**src/scaler_pkg.sv**
```systemverilog
// constants, types and register map of the scaler task/field control block
// assumes a 32-bit AXI4-Lite register bus and a single 20 MHz clock
`default_nettype none

package scaler_pkg;

	localparam int          ADDR_W       = 8;
	localparam int          PIX_W        = 8;

	// register byte offsets
	localparam logic [7:0]  OFF_CTRL     = 8'h00;
	localparam logic [7:0]  OFF_CFG_A    = 8'h04;
	localparam logic [7:0]  OFF_CFG_B    = 8'h08;
	localparam logic [7:0]  OFF_SCL_A    = 8'h0c;
	localparam logic [7:0]  OFF_SCL_B    = 8'h10;
	localparam logic [7:0]  OFF_STAT     = 8'h14;

	// control register fields
	localparam int          CTRL_EN_A    = 0;
	localparam int          CTRL_EN_B    = 1;
	localparam int          CTRL_SRST    = 2;
	localparam int          CTRL_GPA_LSB = 3;
	localparam int          CTRL_GPB_LSB = 5;

	// reset values; soft reset bit is active low, so it resets to 1
	localparam logic [31:0] CTRL_RST     = 32'h0000_0004;
	localparam logic [31:0] CFG_RST      = 32'h0000_0000;
	localparam logic [31:0] SCL_RST      = 32'h0400_0001;

	// scale register fields
	localparam int          PSC_LSB      = 0;
	localparam int          PSC_W        = 6;
	localparam int          INC_LSB      = 16;
	localparam int          INC_W        = 13;

	// fine scaler phase: one input pixel is 1024 phase units
	localparam int          PHASE_W      = 14;
	localparam logic [13:0] PHASE_ONE    = 14'h0400;
	localparam int          FRAC_W       = 6;

	localparam logic [2:0]  SKIP_LAST    = 3'h1;
	localparam logic [1:0]  RESP_OKAY    = 2'h0;
	localparam logic [1:0]  RESP_SLVERR  = 2'h2;

	typedef enum logic [1:0] {
		START_NOW,
		START_VSYNC,
		START_FIELD0,
		START_FIELD1
	} start_e;

	typedef enum logic [1:0] {
		GP_LOW,
		GP_FIELD,
		GP_TASK,
		GP_ACTIVE
	} gp_sel_e;

	// low byte of a task configuration register
	typedef struct packed {
		logic       code_mark_invert;
		logic       output_field_id_select;
		logic [2:0] field_skip_count;
		logic       task_repeat;
		start_e     start_condition_select;
	} task_cfg_s;

	typedef struct packed {
		logic [INC_W-1:0] fine_scale_increment;
		logic [PSC_W-1:0] integer_prescale_factor;
	} scale_cfg_s;

endpackage : scaler_pkg

`default_nettype wire

```
**src/hscaler.sv**
```systemverilog
// horizontal scaler: integer prescale pick, then 6-bit phase interpolation
// assumes pixel source and sink on mclk; sink may stall via out_ready
`default_nettype none
`timescale 1ns/10ps

module hscaler
	import scaler_pkg::*;
#(
	parameter int W = scaler_pkg::PIX_W
) (
	// clock and reset
	input  wire logic             mclk,
	input  wire logic             rst,
	input  wire logic             clr,
	// scale setting
	input  wire scaler_pkg::scale_cfg_s scl,
	// input pixels
	input  wire logic             in_valid,
	output logic                  in_ready,
	input  wire logic [W-1:0]     in_data,
	// output pixels
	output logic                  out_valid,
	input  wire logic             out_ready,
	output logic [W-1:0]          out_data
);
	import scaler_pkg::*;

	logic [PSC_W-1:0]   pre_cnt_reg;
	logic [PHASE_W-1:0] phase_reg;
	logic [W-1:0]       prev_reg;
	logic [W-1:0]       cur_reg;
	logic [1:0]         fill_reg;
	logic               out_valid_reg;
	logic [W-1:0]       out_data_reg;
	logic               pending;
	logic               emit;
	logic               pick;
	logic signed [W:0]  diff;
	logic signed [W+FRAC_W+1:0] prod;
	logic [W:0]         interp;

	// an output is owed while the phase still lies inside the current pair
	assign pending  = fill_reg[1] && (phase_reg < PHASE_ONE);
	assign emit     = pending && (!out_valid_reg || out_ready);
	assign pick     = (pre_cnt_reg == '0);
	// dropped prescale samples stall the source only while clr is high
	assign in_ready = !clr && (!pick || !pending);
	assign diff     = $signed({1'b0, cur_reg}) - $signed({1'b0, prev_reg});
	assign prod     = diff * $signed({1'b0, phase_reg[9:10-FRAC_W]});
	assign interp   = {1'b0, prev_reg} + prod[W+FRAC_W:FRAC_W];

	always_ff @(posedge mclk or posedge rst) begin
		if (rst) begin
			pre_cnt_reg <= '0;
		end else if (clr) begin
			pre_cnt_reg <= '0;
		end else if (in_valid && in_ready) begin
			if (pre_cnt_reg + 1'b1 >= scl.integer_prescale_factor)
				pre_cnt_reg <= '0;
			else
				pre_cnt_reg <= pre_cnt_reg + 1'b1;
		end
	end

	always_ff @(posedge mclk or posedge rst) begin
		if (rst) begin
			phase_reg <= '0;
			prev_reg  <= '0;
			cur_reg   <= '0;
			fill_reg  <= '0;
		end else if (clr) begin
			phase_reg <= '0;
			fill_reg  <= '0;
		end else if (emit) begin
			phase_reg <= phase_reg + PHASE_W'(scl.fine_scale_increment);
		end else if (in_valid && in_ready && pick) begin
			prev_reg <= cur_reg;
			cur_reg  <= in_data;
			fill_reg <= {fill_reg[0], 1'b1};
			if (fill_reg[1])
				phase_reg <= phase_reg - PHASE_ONE;
		end
	end

	always_ff @(posedge mclk or posedge rst) begin
		if (rst) begin
			out_valid_reg <= 1'b0;
			out_data_reg  <= '0;
		end else if (emit) begin
			out_valid_reg <= 1'b1;
			out_data_reg  <= interp[W-1:0];
		end else if (out_ready || clr) begin
			out_valid_reg <= 1'b0;
		end
	end

	assign out_valid = out_valid_reg;
	assign out_data  = out_data_reg;

	chk_phase_step: assert property (@(posedge mclk) disable iff (rst)
		emit && !clr |=> phase_reg ==
			$past(phase_reg) + PHASE_W'($past(scl.fine_scale_increment)))
		else $error("phase did not advance by the fine increment");

	chk_prescale_drop: assert property (@(posedge mclk) disable iff (rst)
		in_valid && in_ready && !pick && !emit |=> $stable(cur_reg))
		else $error("prescaler kept a dropped sample");

endmodule : hscaler

`default_nettype wire

```
**src/scaler_task_field_control.sv**
```systemverilog
// scaler task sequencer, output field marking and horizontal scaler
// assumes AXI4-Lite master on mclk; vsync and field id come from pins
//
// Added by the designer: the address map and register access over AXI4-Lite.
`default_nettype none
`timescale 1ns/10ps

module scaler_task_field_control
	import scaler_pkg::*;
(
	// clock and reset
	input  wire logic                 mclk,
	input  wire logic                 rst,
	// axi4-lite write
	input  wire logic [ADDR_W-1:0]    s_axi_awaddr,
	input  wire logic                 s_axi_awvalid,
	output logic                      s_axi_awready,
	input  wire logic [31:0]          s_axi_wdata,
	input  wire logic [3:0]           s_axi_wstrb,
	input  wire logic                 s_axi_wvalid,
	output logic                      s_axi_wready,
	output logic [1:0]                s_axi_bresp,
	output logic                      s_axi_bvalid,
	input  wire logic                 s_axi_bready,
	// axi4-lite read
	input  wire logic [ADDR_W-1:0]    s_axi_araddr,
	input  wire logic                 s_axi_arvalid,
	output logic                      s_axi_arready,
	output logic [31:0]               s_axi_rdata,
	output logic [1:0]                s_axi_rresp,
	output logic                      s_axi_rvalid,
	input  wire logic                 s_axi_rready,
	// video timing pins
	input  wire logic                 vsync_pin,
	input  wire logic                 field_identity_pin,
	// acquisition window events
	input  wire logic                 window_reached,
	input  wire logic                 task_done,
	// pixel stream
	input  wire logic                 pix_in_valid,
	output logic                      pix_in_ready,
	input  wire logic [PIX_W-1:0]     pix_in_data,
	output logic                      pix_out_valid,
	input  wire logic                 pix_out_ready,
	output logic [PIX_W-1:0]          pix_out_data,
	// field and task marking
	output logic                      sav_eav_d6,
	output logic                      sav_eav_d7,
	output logic                      gp_output_pin_a,
	output logic                      gp_output_pin_b,
	output logic                      task_active,
	output logic                      active_task_b
);
	import scaler_pkg::*;

	typedef enum logic [2:0] {
		ST_IDLE,
		ST_TRIG,
		ST_SKIP,
		ST_WIN,
		ST_RUN
	} task_state_e;

	function automatic logic [31:0] apply_wstrb(input logic [31:0] old,
		input logic [31:0] val, input logic [3:0] strb);
		logic [31:0] res;
		res = old;
		for (int i = 0; i < 4; i++) begin
			if (strb[i])
				res[i*8 +: 8] = val[i*8 +: 8];
		end
		return res;
	endfunction : apply_wstrb

	function automatic logic reg_known(input logic [ADDR_W-1:0] a);
		return a == OFF_CTRL || a == OFF_CFG_A || a == OFF_CFG_B ||
			a == OFF_SCL_A || a == OFF_SCL_B || a == OFF_STAT;
	endfunction : reg_known

	function automatic logic gp_pick(input gp_sel_e sel, input logic field_identity,
		input logic mark, input logic run);
		unique case (sel)
			GP_LOW:    return 1'b0;
			GP_FIELD:  return field_identity;
			GP_TASK:   return mark;
			GP_ACTIVE: return run;
		endcase
	endfunction : gp_pick

	logic [31:0]       ctrl_reg;
	logic [31:0]       cfg_a_reg;
	logic [31:0]       cfg_b_reg;
	logic [31:0]       scl_a_reg;
	logic [31:0]       scl_b_reg;
	logic              aw_held_reg;
	logic              w_held_reg;
	logic [ADDR_W-1:0] aw_addr_reg;
	logic [31:0]       w_data_reg;
	logic [3:0]        w_strb_reg;
	logic              bvalid_reg;
	logic [1:0]        bresp_reg;
	logic              rvalid_reg;
	logic [31:0]       rdata_reg;
	logic [1:0]        rresp_reg;
	logic              wr_fire;
	logic [31:0]       stat_word;

	logic [2:0]        vs_sync_reg;
	logic [1:0]        fid_sync_reg;
	logic              vs_rise;
	logic              field_identity;

	task_state_e       state_reg;
	logic              active_b_reg;
	logic              repeated_reg;
	logic [2:0]        skip_reg;
	logic [1:0]        tog_reg;
	logic              d6_reg;
	logic              d7_reg;
	logic              gpa_reg;
	logic              gpb_reg;

	logic              en_a;
	logic              en_b;
	logic              soft_run;
	logic              other_en;
	logic              cur_en;
	logic              trig_ok;
	logic              running;
	logic              d6_next;
	gp_sel_e           gp_sel_a;
	gp_sel_e           gp_sel_b;
	task_cfg_s         cur_cfg;
	scale_cfg_s        cur_scl;

	assign en_a     = ctrl_reg[CTRL_EN_A];
	assign en_b     = ctrl_reg[CTRL_EN_B];
	assign soft_run = ctrl_reg[CTRL_SRST];
	assign gp_sel_a = gp_sel_e'(ctrl_reg[CTRL_GPA_LSB +: 2]);
	assign gp_sel_b = gp_sel_e'(ctrl_reg[CTRL_GPB_LSB +: 2]);
	assign cur_cfg  = active_b_reg ? task_cfg_s'(cfg_b_reg[7:0])
		: task_cfg_s'(cfg_a_reg[7:0]);
	assign cur_scl  = active_b_reg ? scale_cfg_s'(scl_b_reg[28:0])
		: scale_cfg_s'(scl_a_reg[28:0]);
	assign other_en = active_b_reg ? en_a : en_b;
	assign cur_en   = active_b_reg ? en_b : en_a;
	assign running  = (state_reg == ST_RUN);

	// register bus: address and data taken in either order
	assign s_axi_awready = !aw_held_reg && !bvalid_reg;
	assign s_axi_wready  = !w_held_reg && !bvalid_reg;
	assign wr_fire       = aw_held_reg && w_held_reg && !bvalid_reg;
	assign s_axi_bvalid  = bvalid_reg;
	assign s_axi_bresp   = bresp_reg;
	assign s_axi_arready = !rvalid_reg;
	assign s_axi_rvalid  = rvalid_reg;
	assign s_axi_rdata   = rdata_reg;
	assign s_axi_rresp   = rresp_reg;

	always_ff @(posedge mclk or posedge rst) begin
		if (rst) begin
			aw_held_reg <= 1'b0;
			w_held_reg  <= 1'b0;
			aw_addr_reg <= '0;
			w_data_reg  <= '0;
			w_strb_reg  <= '0;
			bvalid_reg  <= 1'b0;
			bresp_reg   <= RESP_OKAY;
		end else begin
			if (s_axi_awvalid && s_axi_awready) begin
				aw_held_reg <= 1'b1;
				aw_addr_reg <= {s_axi_awaddr[ADDR_W-1:2], 2'h0};
			end
			if (s_axi_wvalid && s_axi_wready) begin
				w_held_reg <= 1'b1;
				w_data_reg <= s_axi_wdata;
				w_strb_reg <= s_axi_wstrb;
			end
			if (wr_fire) begin
				aw_held_reg <= 1'b0;
				w_held_reg  <= 1'b0;
				bvalid_reg  <= 1'b1;
				bresp_reg   <= reg_known(aw_addr_reg) ? RESP_OKAY : RESP_SLVERR;
			end else if (s_axi_bready) begin
				bvalid_reg <= 1'b0;
			end
		end
	end

	// task setup takes effect as soon as the register write completes, even mid-task; enables are read only in idle and at task end
	always_ff @(posedge mclk or posedge rst) begin
		if (rst) begin
			ctrl_reg  <= CTRL_RST;
			cfg_a_reg <= CFG_RST;
			cfg_b_reg <= CFG_RST;
			scl_a_reg <= SCL_RST;
			scl_b_reg <= SCL_RST;
		end else if (wr_fire) begin
			unique case (aw_addr_reg)
				OFF_CTRL:  ctrl_reg  <= apply_wstrb(ctrl_reg, w_data_reg, w_strb_reg);
				OFF_CFG_A: cfg_a_reg <= apply_wstrb(cfg_a_reg, w_data_reg, w_strb_reg);
				OFF_CFG_B: cfg_b_reg <= apply_wstrb(cfg_b_reg, w_data_reg, w_strb_reg);
				OFF_SCL_A: scl_a_reg <= apply_wstrb(scl_a_reg, w_data_reg, w_strb_reg);
				OFF_SCL_B: scl_b_reg <= apply_wstrb(scl_b_reg, w_data_reg, w_strb_reg);
				default:   ;
			endcase
		end
	end

	assign stat_word = {24'h0, 1'b0, d7_reg, d6_reg, tog_reg,
		running, active_b_reg, state_reg != ST_IDLE};

	always_ff @(posedge mclk or posedge rst) begin
		if (rst) begin
			rvalid_reg <= 1'b0;
			rdata_reg  <= '0;
			rresp_reg  <= RESP_OKAY;
		end else if (s_axi_arvalid && s_axi_arready) begin
			rvalid_reg <= 1'b1;
			rresp_reg  <= reg_known(s_axi_araddr) ? RESP_OKAY : RESP_SLVERR;
			unique case ({s_axi_araddr[ADDR_W-1:2], 2'h0})
				OFF_CTRL:  rdata_reg <= ctrl_reg;
				OFF_CFG_A: rdata_reg <= cfg_a_reg;
				OFF_CFG_B: rdata_reg <= cfg_b_reg;
				OFF_SCL_A: rdata_reg <= scl_a_reg;
				OFF_SCL_B: rdata_reg <= scl_b_reg;
				OFF_STAT:  rdata_reg <= stat_word;
				default:   rdata_reg <= '0;
			endcase
		end else if (s_axi_rready) begin
			rvalid_reg <= 1'b0;
		end
	end

	// pin synchronisers; third vsync stage only feeds the edge detect
	always_ff @(posedge mclk or posedge rst) begin
		if (rst) begin
			vs_sync_reg  <= '0;
			fid_sync_reg <= '0;
		end else begin
			vs_sync_reg  <= {vs_sync_reg[1:0], vsync_pin};
			fid_sync_reg <= {fid_sync_reg[0], field_identity_pin};
		end
	end

	assign vs_rise = vs_sync_reg[1] && !vs_sync_reg[2];
	assign field_identity     = fid_sync_reg[1];

	// field condition only looked at on a vsync edge while waiting
	always_comb begin
		unique case (cur_cfg.start_condition_select)
			START_NOW:    trig_ok = 1'b1;
			START_VSYNC:  trig_ok = vs_rise;
			START_FIELD0: trig_ok = vs_rise && !field_identity;
			START_FIELD1: trig_ok = vs_rise && field_identity;
		endcase
	end

	// soft reset low parks the sequencer; release order sets field mapping
	always_ff @(posedge mclk or posedge rst) begin
		if (rst) begin
			state_reg    <= ST_IDLE;
			active_b_reg <= 1'b1;
			repeated_reg <= 1'b0;
			skip_reg     <= '0;
		end else if (!soft_run) begin
			state_reg    <= ST_IDLE;
			active_b_reg <= 1'b1;
			repeated_reg <= 1'b0;
			skip_reg     <= '0;
		end else begin
			unique case (state_reg)
				ST_IDLE: if (en_a || en_b) begin
					active_b_reg <= en_b;
					state_reg    <= ST_TRIG;
				end
				ST_TRIG: if (trig_ok) begin
					skip_reg  <= cur_cfg.field_skip_count;
					state_reg <= (cur_cfg.field_skip_count == '0) ? ST_WIN : ST_SKIP;
				end
				ST_SKIP: if (vs_rise) begin
					skip_reg <= skip_reg - 1'b1;
					if (skip_reg == SKIP_LAST)
						state_reg <= ST_WIN;
				end
				ST_WIN: if (window_reached)
					state_reg <= ST_RUN;
				ST_RUN: if (task_done) begin
					if (cur_cfg.task_repeat && !repeated_reg) begin
						repeated_reg <= 1'b1;
						state_reg    <= ST_TRIG;
					end else begin
						repeated_reg <= 1'b0;
						if (other_en)
							active_b_reg <= !active_b_reg;
						state_reg <= (other_en || cur_en) ? ST_TRIG : ST_IDLE;
					end
				end
			endcase
		end
	end

	// one toggle per task, flipped at task start, blind to field identity
	always_ff @(posedge mclk or posedge rst) begin
		if (rst) begin
			tog_reg <= '0;
		end else if (!soft_run) begin
			tog_reg <= '0;
		end else if (state_reg == ST_WIN && window_reached) begin
			tog_reg[active_b_reg] <= !tog_reg[active_b_reg];
		end
	end

	assign d6_next = cur_cfg.output_field_id_select ? tog_reg[active_b_reg]
		: field_identity;

	always_ff @(posedge mclk or posedge rst) begin
		if (rst) begin
			d6_reg  <= 1'b0;
			d7_reg  <= 1'b1;
			gpa_reg <= 1'b0;
			gpb_reg <= 1'b0;
		end else begin
			d6_reg  <= d6_next;
			d7_reg  <= !cur_cfg.code_mark_invert;
			gpa_reg <= gp_pick(gp_sel_a, d6_next, cur_cfg.code_mark_invert, running);
			gpb_reg <= gp_pick(gp_sel_b, d6_next, cur_cfg.code_mark_invert, running);
		end
	end

	assign sav_eav_d6      = d6_reg;
	assign sav_eav_d7      = d7_reg;
	assign gp_output_pin_a = gpa_reg;
	assign gp_output_pin_b = gpb_reg;
	assign task_active     = running;
	assign active_task_b   = active_b_reg;

	hscaler #(.W(PIX_W)) u_hscaler (
		.mclk      (mclk),
		.rst       (rst),
		.clr       (!soft_run),
		.scl       (cur_scl),
		.in_valid  (pix_in_valid),
		.in_ready  (pix_in_ready),
		.in_data   (pix_in_data),
		.out_valid (pix_out_valid),
		.out_ready (pix_out_ready),
		.out_data  (pix_out_data)
	);

	chk_prio_after_reset: assert property (@(posedge mclk) disable iff (rst)
		state_reg == ST_IDLE && soft_run && en_b |=> active_b_reg && state_reg == ST_TRIG)
		else $error("task B not first after reset");

	chk_trig_ignored: assert property (@(posedge mclk) disable iff (rst)
		state_reg == ST_TRIG && soft_run && cur_cfg.start_condition_select != START_NOW
		&& !vs_rise |=> state_reg == ST_TRIG)
		else $error("task started without its trigger");

	chk_field_match: assert property (@(posedge mclk) disable iff (rst)
		state_reg == ST_TRIG && soft_run && vs_rise && !field_identity &&
		cur_cfg.start_condition_select == START_FIELD1 |=> state_reg == ST_TRIG)
		else $error("field 1 start taken on field 0");

	chk_toggle_flip: assert property (@(posedge mclk) disable iff (rst)
		state_reg == ST_WIN && window_reached && soft_run |=>
		(tog_reg ^ $past(tog_reg)) == (active_b_reg ? 2'h2 : 2'h1))
		else $error("toggle of started task did not flip");

	chk_d6_toggle: assert property (@(posedge mclk) disable iff (rst)
		state_reg == ST_WIN && window_reached && soft_run &&
		cur_cfg.output_field_id_select |-> ##2 d6_reg != $past(d6_reg))
		else $error("d6 did not follow task toggle");

	chk_d6_field: assert property (@(posedge mclk) disable iff (rst)
		!cur_cfg.output_field_id_select ##1 $stable(field_identity) |-> d6_reg == field_identity)
		else $error("d6 does not carry input field identity");

	chk_d7_mark: assert property (@(posedge mclk) disable iff (rst)
		##1 1'b1 |-> sav_eav_d7 == !$past(cur_cfg.code_mark_invert))
		else $error("d7 not set from code mark");

	chk_gp_task_flag: assert property (@(posedge mclk) disable iff (rst)
		gp_sel_a == GP_TASK |=> gp_output_pin_a == $past(cur_cfg.code_mark_invert))
		else $error("gp pin a not showing task flag");

	chk_repeat_once: assert property (@(posedge mclk) disable iff (rst)
		state_reg == ST_RUN && task_done && soft_run && cur_cfg.task_repeat &&
		!repeated_reg |=> $stable(active_b_reg) && state_reg == ST_TRIG)
		else $error("repeat did not rerun the task");

	chk_skip_hold: assert property (@(posedge mclk) disable iff (rst)
		state_reg == ST_SKIP && soft_run && !vs_rise |=>
		state_reg == ST_SKIP && $stable(skip_reg))
		else $error("skip count moved without a field");

endmodule : scaler_task_field_control

`default_nettype wire

```
**config.mk**
```make
export PLATFORM = sky130hd
export DESIGN_NAME = scaler_task_field_control
export DESIGN_NICKNAME = d
export VERILOG_FILES = /design/src/scaler_pkg.sv /design/src/hscaler.sv /design/src/scaler_task_field_control.sv
export SDC_FILE = /design/constraint.sdc
export NUM_CORES = 1
export LEC_CHECK = 0
export ABC_AREA = 1
export BUFFER_PORTS_ARGS = -buffer_cell sky130_fd_sc_hd__buf_2
export CORE_MARGIN = 1.5
export CORE_UTILIZATION = 45
export CTS_CLUSTER_DIAMETER = 40
export DETAILED_ROUTE_END_ITERATION = 8
export MAX_ROUTING_LAYER = met4
export PLACE_DENSITY = 0.71
export SYNTH_ARGS = -nofsm -noshare
export SYNTH_HDL_FRONTEND = slang
export SYNTH_HIERARCHICAL = 1
export SYNTH_SLANG_ARGS = --single-unit
export TNS_END_PERCENT = 5
```
**constraint.sdc**
```tcl
create_clock -name mclk -period 17.3 [get_ports mclk]
set_clock_uncertainty 0.15 [all_clocks]
set_input_delay 0 -clock mclk [delete_from_list [all_inputs] [get_ports mclk]]
set_output_delay 0 -clock mclk [all_outputs]
set_load 0.01 [all_outputs]
```
# Word level (Yosys, flattened, before mapping)
# Cells that the tools add are included.
# classes
n_addsub	6
shift	0
bitwise	1
div_mod_pow	0
muxes	63
mul	1
n_eq_ne	47
magnitude_cmp	4
reduce_logical	89
# ops
operator	count
32-bit one-hot mux with 6 select lines	1
3-bit AND reduction	22
14-bit two-way mux	4
3-bit two-way mux	10
1-bit two-way mux	28
6-bit by 2-bit equality test with 1-bit output, second input constant	4
6-bit by 3-bit equality test with 1-bit output, second input constant	4
3-bit inequality test, second input constant	7
19-bit two-way mux	1
1-bit logical AND	18
6-bit two-way mux	3
8-bit by 4-bit equality test with 1-bit output, second input constant	2
8-bit by 5-bit equality test with 1-bit output, second input constant	2
8-bit zero test	2
1-bit logical OR	15
3-bit one-hot mux with 5 select lines	1
14-bit by 13-bit adder with 14-bit output	1
1-bit zero test	14
14-bit by 11-bit < comparator with 1-bit output, second input constant	1
9-bit by 7-bit multiplier with 14-bit output	1
2-bit two-way mux	7
14-bit by 11-bit subtractor with 14-bit output, second input constant	1
2-bit equality test, second input constant	6
6-bit by 1-bit equality test with 1-bit output, second input constant	2
other kinds (31)	54
# word_totals
wordCells	259
latchBits	0
regBits	308
n_memories	0
rom_bits	0
out_inout_bits	57
ram_bits	0

# Depth between registers and ports, before layout
# depth
ltp_word	10
mapped_depth	39
mapped_depth_nobuf	39

# Modules after synthesis
# Netlist, hierarchy kept.
# by_module_without_submodules
mod	seq_area_each_um2	n_inst	area_per_inst_um2	cells_per_inst
scaler_task_field_control	6490.0	1	12241.7	1384
hscaler	1176.1	1	5281.3	706

# Worst setup path before layout
# No wires, ideal clock.
# synth_path
kind	register to register
start	register u_hscaler.prev_reg[0]
end	register u_hscaler.out_data_reg[7] (netlist: u_hscaler/out_data[7])
stages_incl_launch_ff	36
n_path_buf	0
path_slack_ns	11.046
t_arrival_ns	5.987
required_ns	17.032
cell_sequence	dfrtp_1 ha_1 fa_1 o21ai_2 a31oi_1 xor2_1 nor2_1 fa_1 fa_1 fa_1 inv_1 fa_1 inv_1 ha_1 nand2_1 a21oi_1 a211oi_1 nand2_1 nand2_2 nand2_1 nand2_2 nand3_1 nand2_1 inv_1 ha_1 inv_1 nor3_1 nand2_1 nand3_1 nand3_1 nand2_1 nand2_1 nand2_1 nand2_1 nand3_1 nand2_1
# synth_via
elab_chain_len	3
# synth_rtl
element	line	rtl
start, declared	hscaler.sv:30	logic [W-1:0] prev_reg;
start signal, assigned	hscaler.sv:77	prev_reg <= cur_reg;
8-bit by 8-bit subtractor with 9-bit output	hscaler.sv:48	assign diff = $signed({1'b0, cur_reg}) - $signed({1'b0, prev_reg});
9-bit by 7-bit multiplier with 14-bit output	hscaler.sv:49	assign prod = diff * $signed({1'b0, phase_reg[9:10-FRAC_W]});
8-bit adder *	hscaler.sv:50	assign interp = {1'b0, prev_reg} + prod[W+FRAC_W:FRAC_W];
end signal, assigned	hscaler.sv:91	out_data_reg <= interp[W-1:0];
end, declared	hscaler.sv:34	logic [W-1:0] out_data_reg;
# Mark *: on every way between the ends. The rest lies on a longest branch, timed or not.
# A chain may end at the register's enable or synchronous reset.

# Worst setup path after layout
# Ends and elaborated chain as after synthesis.

==> reports/metrics.yaml <==
status: "complete, no violations"
clk_latency_ps: 550
core_area_um2: 38560
worst_hold_path_type: "primary input to flop"
pwr-share-clk_pct: 33.3
hold_viol: 0
cts_buffers: 43
grt_pass1_vias: 14950
worst_slew_pin_slew_ps: 1040
netSwitchingFraction_pct: 36.70
leakage_nw: 10.83
crit_required_ps: 17580
crit_top_cell: "nand2_1"
synth_top_family_by_area: "simple AND/OR/NAND/NOR gates"
synth_xor_xnor_area_share_pct: 1.100
placedCellCount: 2670
drtAntennaViolNets: 0
area.growth.synth_to_final_pct: 18.99
antenna_found_initial: 0
end_kind: "flop"
fin_crit_sh_pct: 41.18
gp_congestion: 0.9064
antenna_cells: 0
synthMuxAreaShare_pct: 0.1856
reg2reg_slack_ps: 10180
grt_pass1_wl_um: 75850
syn_area_um2: 17520
slew_headroom_pct: 30.66
synth.area.top_cells: "dfrtp_1, nand2_1, o21ai_2"
critPathMaxStageDelay_ps: 590
yosysWarnings: 6
ys_seq_area_share_pct: 43.75
dieArea_um2: 40130
wl_per_cell_um: 16.03
cts_root_buf: "clkbuf_16"
cts_sinks: 306
io_pins: 130
power.switching_mw: 0.9681
arrival_ps: 7410
synth_cell_types: 55
overflow: 0
final_nets: 2462
cap_violations: 0
yosys.area_share.adder_pct: 8.683
finalCoreUtilization_pct: 54.08
start_util_pct: 45.45
h-tree-depth: 2
die_h_um: 200.3
synth-main-ff-cell: "dfrtp_1"
vias: 14860
cts_resized: 0
fin_crit_ps: 7125
grt_setup_unrepaired: "false"
ir_drop_mv: 0.08753
die-width_um: 200.3
dr.pass1.iters: 6
synth-compound-area-share_pct: 14.17
tns_ps: 0
pre_cts_ws_ps: 10170
slowest_stage: "xor2_1"
worst_slack_ps: 10180
port_buffers: 125
post-cts-setup-buffer-count: 0
critPathLaunchType: "flop"
cts_tree: "done"
powerDensity_nw_per_um2: 126.5
synthSimpleGateAreaFrac_pct: 24.45
comb_power_share_pct: 28.7
rows: 72
synth_top_cell_by_area: "dfrtp_1"
clkTransAtPathRegs_ps: 50
cp_max_fo: 6
cts_buffer_depth: 3
grt_max_degree: 102
postSynthCellCount: 2090
post-dp-hpwl_um: 29990
vias_per_cell: 5.231
synth_edf_count: 0
fmax_mhz: 140.4
drtIter0Drc: 1031
drive_gt1_share_pct: 17.22
setup_viol: 0
drc_errors: 0
ys_ff_latch: 306
slew_viol_final: 0
finalPower_mw: 2.638
power.share.sequential_pct: 38.0
p_int_mw: 1.669
grtUsageTotal_pct: 23.75
final_cells: 2841
yosysTopAreaCellShare_pct: 42.70
critPathKind: "flop to flop"
wirelength_um: 45550
synth.avg_cell_area_um2: 8.384
synthArstFlopShare_pct: 100.0
cells in the final DEF, fill, tap and decap left out, types with 4 or more instances in the layout:
master,count
nor2_8,5
buf_4,13
o211ai_1,8
o21ai_2,106
dlygate4sd3_1,92
dfrtp_1,299
xor2_1,16
ha_1,64
or2_2,4
clkinv_2,8
nand4_1,61
a22oi_1,7
clkbuf_16,44
nor3_4,6
buf_2,125
nand2_4,22
a21oi_1,94
inv_6,7
nand2_2,5
fa_1,36
nor2_1,147
nand2_1,568
dfstp_2,7
o22ai_1,5
o21ai_1,62
clkinvlp_4,4
xnor2_1,6
nor2_4,7
inv_1,220
nand3_1,100
inv_8,5
o21ai_0,98
o21bai_1,4
clkbuf_8,5
nor3_1,11
inv_2,9
Yosys cell counts (all sizes together), types with 7 or more instances:
cell type	number
fa	36
nor3	17
dfrtp	299
inv	233
nand3	103
a21oi	94
ha	64
dfstp	7
o211ai	8
xor2	16
nand4	63
buf	45
nand2	595
o21ai	266
nor2	162
a22oi	7
clkbuf	32
final timing paths:
path / start / end / cells past startpoint
setup reg to reg: u_hscaler/prev_reg[0] / u_hscaler/out_data[7] / 35
setup / recovery: u_hscaler/prev_reg[0] / u_hscaler/out_data[7] / 35
max in group asynchronous: rst / scl_a_reg[25] / 6
min in group asynchronous: rst / u_hscaler/pre_cnt_reg[1] / 3
hold / removal: s_axi_bready / s_axi_bvalid / 3
hold reg to reg: vs_sync_reg[0] / vs_sync_reg[1] / 0
metal layers:
| layer | global-route usage, % | vias to the layer above | wire [um] |
|---|---|---|---|
| met5 | - | - | 0 |
| li1 | - | 7208 | - |
| met3 | 3.384 | 114 | 2301 |
| met4 | 8.298 | 0 | 1373 |
| met2 | 38.60 | 424 | 21620 |
| met1 | 30.44 | 7115 | 20250 |
worst max-delay path, delay by kind of cell, from the launching register on:
family	cells	cell delay [ps]
AOI/OAI and AO/OA	4	690
xor gates and xnor gates	1	590
adders and majority gates	8	3430
buffers and inverters	4	230
DFF	1	400
and+or+nand+nor	18	1510
kinds of logic (layout without fill, tap and decap cells):
kind of cell	Yosys count	in the layout
AO/OA/AOI/OAI	398	398
adder cells (fa/ha/maj)	100	100
XOR/XNOR	22	22
buffers and inverters	313	545
AND/OR/NAND/NOR	947	947
other	1	2
flip-flops	306	306
multiplexers	3	3
layout make-up:
cell class                 count  area [um2]
tap                          518       648.1
fill                        3538       17710
timing repair buffer         230        1644
sequential                   306        7666
inverter                     236       900.9
clock buffer                  52        1181
clock inverter                27       261.5
multi-input combinational   1472        8549
power by group through the flow:
| stage | registers (mW) | logic, mW | clock network (mW) |
|---|---|---|---|
| after global routing | 1.02 | 0.844 | 0.924 |
| after CTS | 0.998 | 0.753 | 0.894 |
| after detailed placement | 1.01 | 0.715 | 0 |
| after global placement | 1.00 | 0.694 | 0 |
| final | 1.00 | 0.758 | 0.879 |
| after floorplan | 0.987 | 0.543 | 0 |
metrics by stage:
stage               cell area [um2]  hold slack (ps)
floorplan                     17530           -118.6
global placement              18490           -41.63
detailed placement            18490           -39.38
CTS                           20850            18.74
global route                  20850            76.50
finish                        20850            34.47
timing repair:
item / CTS / global route
hold endpoints to repair: 269 / 0
setup endpoints to repair: 0 / 0
hold buffers: 92 / 0
Power figures use the tool's default switching activity.
